--- src/hdl/osc_pkg.sv ---
// Package of constants and types for the oversampling conversion control block.
package osc_pkg;

    // Number of channels and width of one conversion result.
    localparam int OSC_CHANNELS = 8;
    localparam int OSC_DATA_W = 14;

    // Width of the ratio select and of the accumulator (14 bits plus log2 of 64).
    localparam int OSC_SEL_W = 3;
    localparam int OSC_ACC_W = 20;

    // Ratio select codes at the edges of the table.
    localparam logic [2:0] OSC_SEL_NONE = 3'h0;
    localparam logic [2:0] OSC_SEL_MAX = 3'h6;
    localparam logic [2:0] OSC_SEL_INVALID = 3'h7;

    // Time of one single conversion, ns, and its cycle count at 100 MHz.
    localparam int OSC_CONV_NS = 4000;
    localparam int OSC_CLK_NS = 10;
    localparam int OSC_CONV_CYC = (OSC_CONV_NS + OSC_CLK_NS - 1) / OSC_CLK_NS;
    localparam int OSC_CNT_W = 16;

    // Reset values.
    localparam logic [2:0] OSC_SEL_RESET = 3'h0;
    localparam logic [OSC_DATA_W-1:0] OSC_DATA_RESET = 14'h0000;

    // Sequencer states.
    typedef enum logic [1:0] {OSC_IDLE, OSC_CONVERT, OSC_PACE} osc_state_e;

    // Log2 of the ratio for a select code; invalid or none both mean one sample.
    function automatic logic [2:0] osc_shift(input logic [2:0] sel);
        if (sel == OSC_SEL_INVALID)
        begin
            return 3'h0;
        end
        return sel;
    endfunction : osc_shift

endpackage : osc_pkg

--- src/hdl/osc_sync.sv ---
// Two flip-flop synchroniser for one asynchronous pin level.
module osc_sync
    import osc_pkg::*;
(
    input wire logic CLK_I,
    input wire logic RESET_I,
    input wire logic async_i,
    output logic sync_o
);

    // First stage, read only by the second stage.
    logic meta;
    // Second stage, safe for any logic.
    logic stable;

    // Both stages clear to zero on reset.
    always_ff @(posedge CLK_I)
    begin
        if (RESET_I)
        begin
            meta <= 1'b0;
            stable <= 1'b0;
        end
        else
        begin
            meta <= async_i;
            stable <= meta;
        end
    end

    assign sync_o = stable;

endmodule : osc_sync

--- src/hdl/osc_control.sv ---
// Oversampling conversion sequencer: start edge, burst, busy, averaging and output update.
// Function
// - First sample on start edge, rest internally paced.
// - Busy high whole burst, longer at higher ratio.
// - Output registers load on busy falling edge.
// - Previous results readable while busy high.
// - Select 000 none, 001-110 ratios, 111 invalid.
// - Ratio select latched on busy falling edge.
module osc_control
    import osc_pkg::*;
(
    input wire logic CLK_I,
    input wire logic RESET_I,
    input wire logic SAMPLE_START_A_I,
    input wire logic SAMPLE_START_B_I,
    input wire logic [OSC_SEL_W-1:0] RATIO_SELECT_I,
    input wire logic [OSC_CHANNELS*OSC_DATA_W-1:0] SAMPLE_DATA_I,
    input wire logic [2:0] CHANNEL_SEL_I,
    output logic SAMPLE_STROBE_O,
    output logic BUSY_O,
    output logic [OSC_SEL_W-1:0] ACTIVE_RATIO_O,
    output logic [OSC_DATA_W-1:0] RESULT_O
);

    ////////////////////////////////////////////////////////////////////////////////
    // Pin synchronisation.

    // Synchronised start pins and ratio select.
    logic start_a_sync;
    logic start_b_sync;
    logic [OSC_SEL_W-1:0] sel_sync;
    // Previous combined start level for edge detection.
    logic start_prev;
    logic next_start_prev;
    // Combined start and its rising edge.
    logic start_lvl;
    logic start_rise;

    osc_sync u_sync_a (.CLK_I(CLK_I), .RESET_I(RESET_I), .async_i(SAMPLE_START_A_I),
                       .sync_o(start_a_sync));
    osc_sync u_sync_b (.CLK_I(CLK_I), .RESET_I(RESET_I), .async_i(SAMPLE_START_B_I),
                       .sync_o(start_b_sync));

    // The select bus is static in use, so each bit is synchronised alone.
    genvar gi;
    generate
        for (gi = 0; gi < OSC_SEL_W; gi++)
        begin : g_sel
            osc_sync u_sync_sel (.CLK_I(CLK_I), .RESET_I(RESET_I),
                                 .async_i(RATIO_SELECT_I[gi]), .sync_o(sel_sync[gi]));
        end
    endgenerate

    // Both pins are expected to move together; requiring both guards a skewed pair.
    always_comb
    begin
        start_lvl = start_a_sync & start_b_sync;
        start_rise = start_lvl & ~start_prev;
        next_start_prev = start_lvl;
    end

    ////////////////////////////////////////////////////////////////////////////////
    // Sequencer state.

    osc_state_e state;
    osc_state_e next_state;
    // Cycle counter within one conversion.
    logic [OSC_CNT_W-1:0] cnt;
    logic [OSC_CNT_W-1:0] next_cnt;
    // Samples still to take after the current one.
    logic [6:0] left;
    logic [6:0] next_left;
    // Ratio in force for this burst, latched when busy falls.
    logic [OSC_SEL_W-1:0] ratio;
    logic [OSC_SEL_W-1:0] next_ratio;
    // One-cycle internal sample strobe.
    logic strobe;
    logic next_strobe;
    // High in the cycle the burst finishes; output and select update then.
    logic finish;

    // Next-state logic of the sequencer.
    always_comb
    begin
        next_state = state;
        next_cnt = cnt;
        next_left = left;
        next_ratio = ratio;
        next_strobe = 1'b0;
        finish = 1'b0;
        unique case (state)
            OSC_IDLE:
            begin
                // A start edge during a burst is ignored: the host keeps the rate down.
                if (start_rise)
                begin
                    next_state = OSC_CONVERT;
                    next_strobe = 1'b1;
                    next_cnt = '0;
                    next_left = 7'((7'h1 << osc_shift(ratio)) - 7'h1);
                end
            end
            OSC_CONVERT:
            begin
                // Each conversion lasts the same time, so busy scales with ratio.
                if (cnt == OSC_CNT_W'(OSC_CONV_CYC - 1))
                begin
                    if (left == 7'h0)
                    begin
                        finish = 1'b1;
                        next_state = OSC_IDLE;
                        next_ratio = sel_sync;
                    end
                    else
                    begin
                        next_state = OSC_PACE;
                    end
                end
                else
                begin
                    next_cnt = OSC_CNT_W'(cnt + 1'b1);
                end
            end
            OSC_PACE:
            begin
                // Internally generated strobe for the remaining samples.
                next_state = OSC_CONVERT;
                next_strobe = 1'b1;
                next_cnt = '0;
                next_left = 7'(left - 7'h1);
            end
        endcase
    end

    // Registers of the sequencer.
    always_ff @(posedge CLK_I)
    begin
        if (RESET_I)
        begin
            state <= OSC_IDLE;
            cnt <= '0;
            left <= '0;
            ratio <= OSC_SEL_RESET;
            strobe <= 1'b0;
            start_prev <= 1'b0;
        end
        else
        begin
            state <= next_state;
            cnt <= next_cnt;
            left <= next_left;
            ratio <= next_ratio;
            strobe <= next_strobe;
            start_prev <= next_start_prev;
        end
    end

    ////////////////////////////////////////////////////////////////////////////////
    // Accumulation and output registers.

    // Running sums, one per channel.
    logic [OSC_ACC_W-1:0] acc [OSC_CHANNELS];
    logic [OSC_ACC_W-1:0] next_acc [OSC_CHANNELS];
    // Output data registers.
    logic [OSC_DATA_W-1:0] dout [OSC_CHANNELS];
    logic [OSC_DATA_W-1:0] next_dout [OSC_CHANNELS];

    // Samples are two's complement; they are sign extended, summed and shifted down.
    always_comb
    begin
        logic [OSC_ACC_W-1:0] total;
        total = '0;
        for (int c = 0; c < OSC_CHANNELS; c++)
        begin
            next_acc[c] = acc[c];
            next_dout[c] = dout[c];
            // The sample is valid in the cycle the strobe is high; sum it then.
            if (strobe)
            begin
                next_acc[c] = OSC_ACC_W'(acc[c] + OSC_ACC_W'($signed(
                    SAMPLE_DATA_I[c*OSC_DATA_W +: OSC_DATA_W])));
                if (left == next_left && state == OSC_CONVERT && cnt == '0 &&
                    osc_shift(ratio) == 3'h0)
                begin
                    next_acc[c] = OSC_ACC_W'($signed(
                        SAMPLE_DATA_I[c*OSC_DATA_W +: OSC_DATA_W]));
                end
            end
            if (finish)
            begin
                total = OSC_ACC_W'($signed(acc[c]) >>> osc_shift(ratio));
                next_dout[c] = total[OSC_DATA_W-1:0];
                next_acc[c] = '0;
            end
        end
    end

    // Output and accumulator registers.
    always_ff @(posedge CLK_I)
    begin
        if (RESET_I)
        begin
            for (int c = 0; c < OSC_CHANNELS; c++)
            begin
                acc[c] <= '0;
                dout[c] <= OSC_DATA_RESET;
            end
        end
        else
        begin
            acc <= next_acc;
            dout <= next_dout;
        end
    end

    ////////////////////////////////////////////////////////////////////////////////
    // Outputs.

    // Results stay readable during a burst; they change only as busy falls.
    assign RESULT_O = dout[CHANNEL_SEL_I];
    assign BUSY_O = (state != OSC_IDLE);
    assign SAMPLE_STROBE_O = strobe;
    assign ACTIVE_RATIO_O = ratio;

endmodule : osc_control

--- config.mk ---
export PLATFORM = sky130hd
export DESIGN_NAME = osc_control
export DESIGN_NICKNAME = d
export VERILOG_FILES = /design/src/hdl/osc_pkg.sv /design/src/hdl/osc_sync.sv /design/src/hdl/osc_control.sv
export SDC_FILE = /design/constraint.sdc
export NUM_CORES = 1
export LEC_CHECK = 0
export BUFFER_PORTS_ARGS = -buffer_cell sky130_fd_sc_hd__buf_2
export CORE_UTILIZATION = 35
export DETAILED_ROUTE_END_ITERATION = 10
export HOLD_SLACK_MARGIN = 0.15
export SKIP_LAST_GASP = 1
export SYNTH_ARGS = -nofsm -noshare
export SYNTH_HDL_FRONTEND = slang
export SYNTH_SLANG_ARGS = --single-unit
--- constraint.sdc ---
create_clock -name CLK_I -period 3.4 [get_ports CLK_I]
set_input_delay 0.68 -clock CLK_I [delete_from_list [all_inputs] [get_ports CLK_I]]
set_output_delay 0.68 -clock CLK_I [all_outputs]
set_load 0.03 [all_outputs]
Word-level counts from Yosys, hierarchy flattened
Cells that the tools add are included.
W data, S select, Z words.

word-level totals
  input bits = 122
  output and inout bits = 19
  bits in registers = 312

operators by class
  reduce and logical (&&, ||, !) cells = 12
  add/subtract/negate cells = 11
  shift-type cells = 9
  magnitude comparators = 1
  bitwise operators = 4
  equal/unequal tests = 8
  mux-type cells = 38

operators by type and width
  cell                     count
  $add A20 B20 Y20         8
  $mux W20                 8
  $sshr A20 B3 Y14         8
  $pmux W16 S3             1
  $bmux W14 S3             1
  $mux W16                 2
  $mux W14                 2
  $mux W3                  8
  $add A16 B1 Y16 const B  1
  $eq A16 B9 Y1 const B    1
  $logic_not A16 Y1        1
  $pmux W7 S2              1
  $sub A7 B1 Y7 const B    2
  $mux W1                  9
  $eq A7 B7 Y1             1
  $logic_not A7 Y1         1
  $mux W7                  1
  $shl A1 B3 Y7 const A    1
  $mux W2                  3
  $ne A2 B2 Y1 const B     3
  $pmux W2 S3              1
  $ge A4 B4 Y1 const B     1
  $not A3 Y4               1
  $reduce_and A2 Y1        2
  other kinds (12)         15

Longest topological paths before layout
  depth in word-level cells = 16
  depth in mapped cells = 13

By module
From an unflattened synthesis, not the netlist that was laid out.

unflattened totals
  cell total of the unflattened synthesis = 3160
  area, all modules = 24363.4 µm²

modules (own cells, without submodules)
  module       instances  cells each  sequential area each (µm²)  area each (µm²)
  osc_control  1          3140        6045.8                      24100.6
  osc_sync     5          4           40.0                        52.6

Least setup slack after synthesis
No wires, ideal clock.

  path type = input -> output
  start = input CHANNEL_SEL_I[0]
  end = output RESULT_O[0]
  path slack = 0.324 ns
  buffers on the path = 2
  stages = 4
  arrival = 2.396 ns
  cell sequence = buf_2 buf_1 mux4_2 mux2_2

between the ends
  word-level cells in the longest chain between the ends = 4

ends and longest elaborated chain
  what                                          RTL line            RTL
  start, declared                               osc_control.sv:18   input wire logic [2:0] CHANNEL_SEL_I,
  $not A3 Y4 (not written as such)              osc_control.sv:220  assign RESULT_O = dout[CHANNEL_SEL_I];
  $bmux W14 S3                                  osc_control.sv:220
  $mux W14 (not written as such) (2 in series)  osc_control.sv:220
  end, declared                                 osc_control.sv:22   output logic [OSC_DATA_W-1:0] RESULT_O

Every way passes these cells. The select of a mux whose other input is x is not followed.

Final worst setup path
  start = register acc[60] (netlist bit)
  end = register acc[78] (netlist bit)

between the ends
  word-level cells in the longest chain between the ends = 2

ends and longest elaborated chain
  what                    RTL line            RTL
  start, declared         osc_control.sv:162  logic [OSC_ACC_W-1:0] acc [OSC_CHANNELS];
  start signal, assigned  osc_control.sv:211  acc <= next_acc;
  $add A20 B20 Y20        osc_control.sv:180  next_acc[c] = OSC_ACC_W'(acc[c] + OSC_ACC_W'($signed(
  $mux W20                osc_control.sv:182  if (left == next_left && state == OSC_CONVERT && cnt == '0 &&

Every way passes these cells.
A chain may end at the register's enable or synchronous reset.

==> metrics.csv <==
metric;value;unit
cellPowerDensity;331.3;nW/um^2
worst_pin_slew;1127;ps
post_cts_buffers;0;
reg2reg_slack;290;ps
highest_layer;met5;
relSlewSlack;24.80;%
min_path_cells;2;
vias;22842;
drt-wirelength-per-cell;19.31;um
fp.dieH;263.6;um
startpoint;acc[60]$_SDFFE_PP0P_;
clock-sinks;312;
post_dp_cell_area;25720;um^2
drt_pass1_iterations;6;
crit_top_cell;nor3_1;
cp.arrival;3600;ps
drive_gt1_share;13.20;%
avgViaCountPerCell;5.718;
core;67400;um^2
start_kind;register;
fin_cells;3995;
ys_warn_count;0;
leakagePower;0.01035;uW
ioPinCount;141;
syn-cell-area;23950;um^2
wl_met2;33.08;mm
die_w;263.6;um
run_status;completed;
skew;37.44;ps
grt_antenna_before_repair;5;
synthToLayoutAreaGrowth;13.10;%
r2r_start;acc[60]$_SDFFE_PP0P_;
die_area;69480;um^2
worstPathCellList;ha_1 > inv_1 > fa_1 > and2b_1 > o21a_1 > o21ai_1 > a211oi_1 > nor3_1 > o41ai_2 > a311o_1 > a21oi_1 > and3_1 > nor3_1;
async_reset_ff_share;0;%
synth.distinct_cells;77;
gr-usage-all-layers;21.54;%
dr_wl_met3;4.171;mm
synthFlopType;dfxtp_1;
synth-edff-count;0;
portBuffers;140;
synthCells;3037;
cts-root-buf;clkbuf_16;
met1_length;38.06;mm
cp-end-kind;register;
cp_top_family;compound AO/OA/AOI/OAI gates;
worstSetupPathType;register to register;
path_clk_slew;60;ps
period_share;91.45;%
tritoncts;built;
cts_buffers;41;
synth_fp_nets;3322;
synth_seq_cells;312;
ir_worst_vdd;0.2798;mV
overflow;0;
finalWirelength;77.16;mm
cp_slowest_cell;dfxtp_1;
nets;3374;
hold_end;u_sync_b.meta$_SDFF_PP0_;
num_antenna_cells;0;
clkLatencyLatePin;600;ps
crit_buf_inv;1;
drtIter0Drc;1682;
timing.final.hold_violations;0;
grt_setup_unrepaired;false;
worstHoldStart;SAMPLE_START_B_I;
dp_hpwl;55.31;mm
maxCapViolations;0;
place_inst;3919;
crit_required;3890;ps
slowest_delay;450;ps
drc;0;
grt_pass1_vias;21019;
drv_slew;0;
hp-class;input port to register;
cts_resized;0;
fmax;321.6;MHz
initial_utilization;35.54;%
cts_buffer_depth;3;
hold_buffers;0;
cts-htree-levels;2;
finalWeightedCongestion;0.8562;
seq_area_frac_synth;26.08;%
r2r_end;acc[78]$_SDFFE_PP0P_;
post_synth.cell_area_avg;7.887;um^2
final_cell_area;27090;um^2
worst-r2r-cell-count;13;
num_rows;95;
path_max_fanout;3;
drtAntennaViolNets;0;
grt_pass1_wl;120.1;mm
fin_crit;3109;ps
setup_viol_count_final;0;
grt_max_degree;186;
[cell type report]
class / instances / area, um^2
clock buffer: 57 / 1166
clock inverter: 19 / 202.7
fill: 6834 / 40310
inverter: 44 / 165.2
multi-input combinational: 2478 / 16700
sequential: 312 / 6251
tap: 873 / 1092
timing repair buffer: 212 / 1506
[metal layers]
| layer | GRT usage, % | up-vias |
|---|---|---|
| met4 | 5.816 | 10 |
| met2 | 32.53 | 587 |
| li1 | - | 11297 |
| met5 | 0 | - |
| met3 | 3.143 | 118 |
| met1 | 31.57 | 10830 |
[logic make-up (layout without fill, tap and decap cells)]
family                     after synthesis  in the layout  synth area share (%)
and+or+nand+nor                       1139           1139                 21.09
buffers and inverters                  247            332                 4.498
adders and majority gates              163            163                 8.766
muxes                                  198            198                 11.23
AOI/OAI and AO/OA                      857            857                 23.91
xor gates and xnor gates               121            121                 4.425
DFF                                    312            312                 26.08
[cell usage after synthesis (all sizes together), types with 12 or more instances]
library cell | number | area, um^2
or2 | 12 | 75.07
and3 | 58 | 377.9
a211oi | 79 | 593.1
nand2b | 23 | 143.9
a21oi | 265 | 1326
clkbuf | 131 | 491.7
a21o | 46 | 345.3
and2 | 17 | 106.4
or3 | 18 | 112.6
buf | 72 | 420.4
ha | 155 | 1939
o21a | 19 | 142.6
o22ai | 25 | 156.4
o211ai | 19 | 142.6
o21bai | 12 | 90.09
mux2i | 127 | 1271
dfxtp | 312 | 6246
mux4 | 55 | 1239
a311oi | 117 | 1075
nand3 | 37 | 185.2
mux2 | 16 | 180.2
nor2 | 350 | 1314
nand2 | 440 | 1652
xnor2 | 73 | 639.4
nor3 | 98 | 506.7
xor2 | 48 | 420.4
inv | 42 | 157.7
o21ai | 148 | 763.2
nor4 | 15 | 100.1
nor2b | 39 | 244.0
a31oi | 37 | 237.7
nand4 | 15 | 100.1
[power by group]
group	leakage, uW	total, uW	switching, uW	internal (uW)
clock	0.000681	4500	1850	2650
combinational	0.00715	776	456	320
sequential	0.00252	3700	26.4	3680
[layout by cell type (no fill, tap or decap), types with 37 or more instances in the layout]
| master | instances |
|---|---|
| nand2_1 | 436 |
| nor2_1 | 349 |
| xor2_1 | 48 |
| o21ai_0 | 137 |
| a21oi_1 | 263 |
| buf_2 | 139 |
| a311oi_1 | 109 |
| nor3_1 | 95 |
| dfxtp_1 | 310 |
| a21o_1 | 46 |
| nor2b_1 | 39 |
| clkbuf_16 | 41 |
| and3_1 | 55 |
| buf_4 | 52 |
| a211oi_1 | 79 |
| inv_1 | 42 |
| mux2i_1 | 127 |
| nand3_1 | 37 |
| xnor2_1 | 73 |
| ha_1 | 155 |
| mux4_2 | 55 |
[how the worst max path moves through the flow]
stage	cells after the start	endpoint	slack [ps]
6_report	13	acc[78]$_SDFFE_PP0P_	290
5_1_grt	13	acc[78]$_SDFFE_PP0P_	70
4_1_cts	13	acc[78]$_SDFFE_PP0P_	320
3_5_place_dp	12	acc[119]$_SDFFE_PP0P_	30
3_3_place_gp	14	acc[78]$_SDFFE_PP0P_	-0.3
2_1_floorplan	4	RESULT_O[0]	320
[stage by stage]
| step | hold slack, ps | power, uW | util (%) | TNS, ps | setup slack (ps) |
|---|---|---|---|---|---|
| 4_1_cts | 308.9 | 9039 | 40.19 | 0 | 324.3 |
| 3_3_place_gp | 425.0 | 4550 | 38.16 | -0.2658 | -0.2658 |
| 3_5_place_dp | 427.2 | 4554 | 38.16 | 0 | 31.45 |
| 5_1_grt | 346.0 | 9272 | 40.19 | 0 | 65.94 |
| 6_report | 337.6 | 8974 | 40.19 | 0 | 290.9 |
| 2_1_floorplan | 413.8 | 4291 | - | 0 | 324.1 |
[worst register-to-register path, stage by stage (launching register included)]
cell and delay, ps:
dfxtp_1 450, ha_1 210, inv_1 50, fa_1 370
and2b_1 220, o21a_1 130, o21ai_1 80, a211oi_1 280
nor3_1 130, o41ai_2 430, a311o_1 260, a21oi_1 90
and3_1 170, nor3_1 150
[sequential cells by signal, summed over array words and instances, names as in the netlist]
signal                   count
ACTIVE_RATIO_O               3
u_sync_a.meta                1
acc                        160
u_sync_b.sync_o              1
SAMPLE_STROBE_O              1
u_sync_b.meta                1
g_sel.u_sync_sel.sync_o      3
cnt                         16
state                        2
dout                       112
left                         7
g_sel.u_sync_sel.meta        3
u_sync_a.sync_o              1
start_prev                   1
Power figures use the tool's default switching activity.
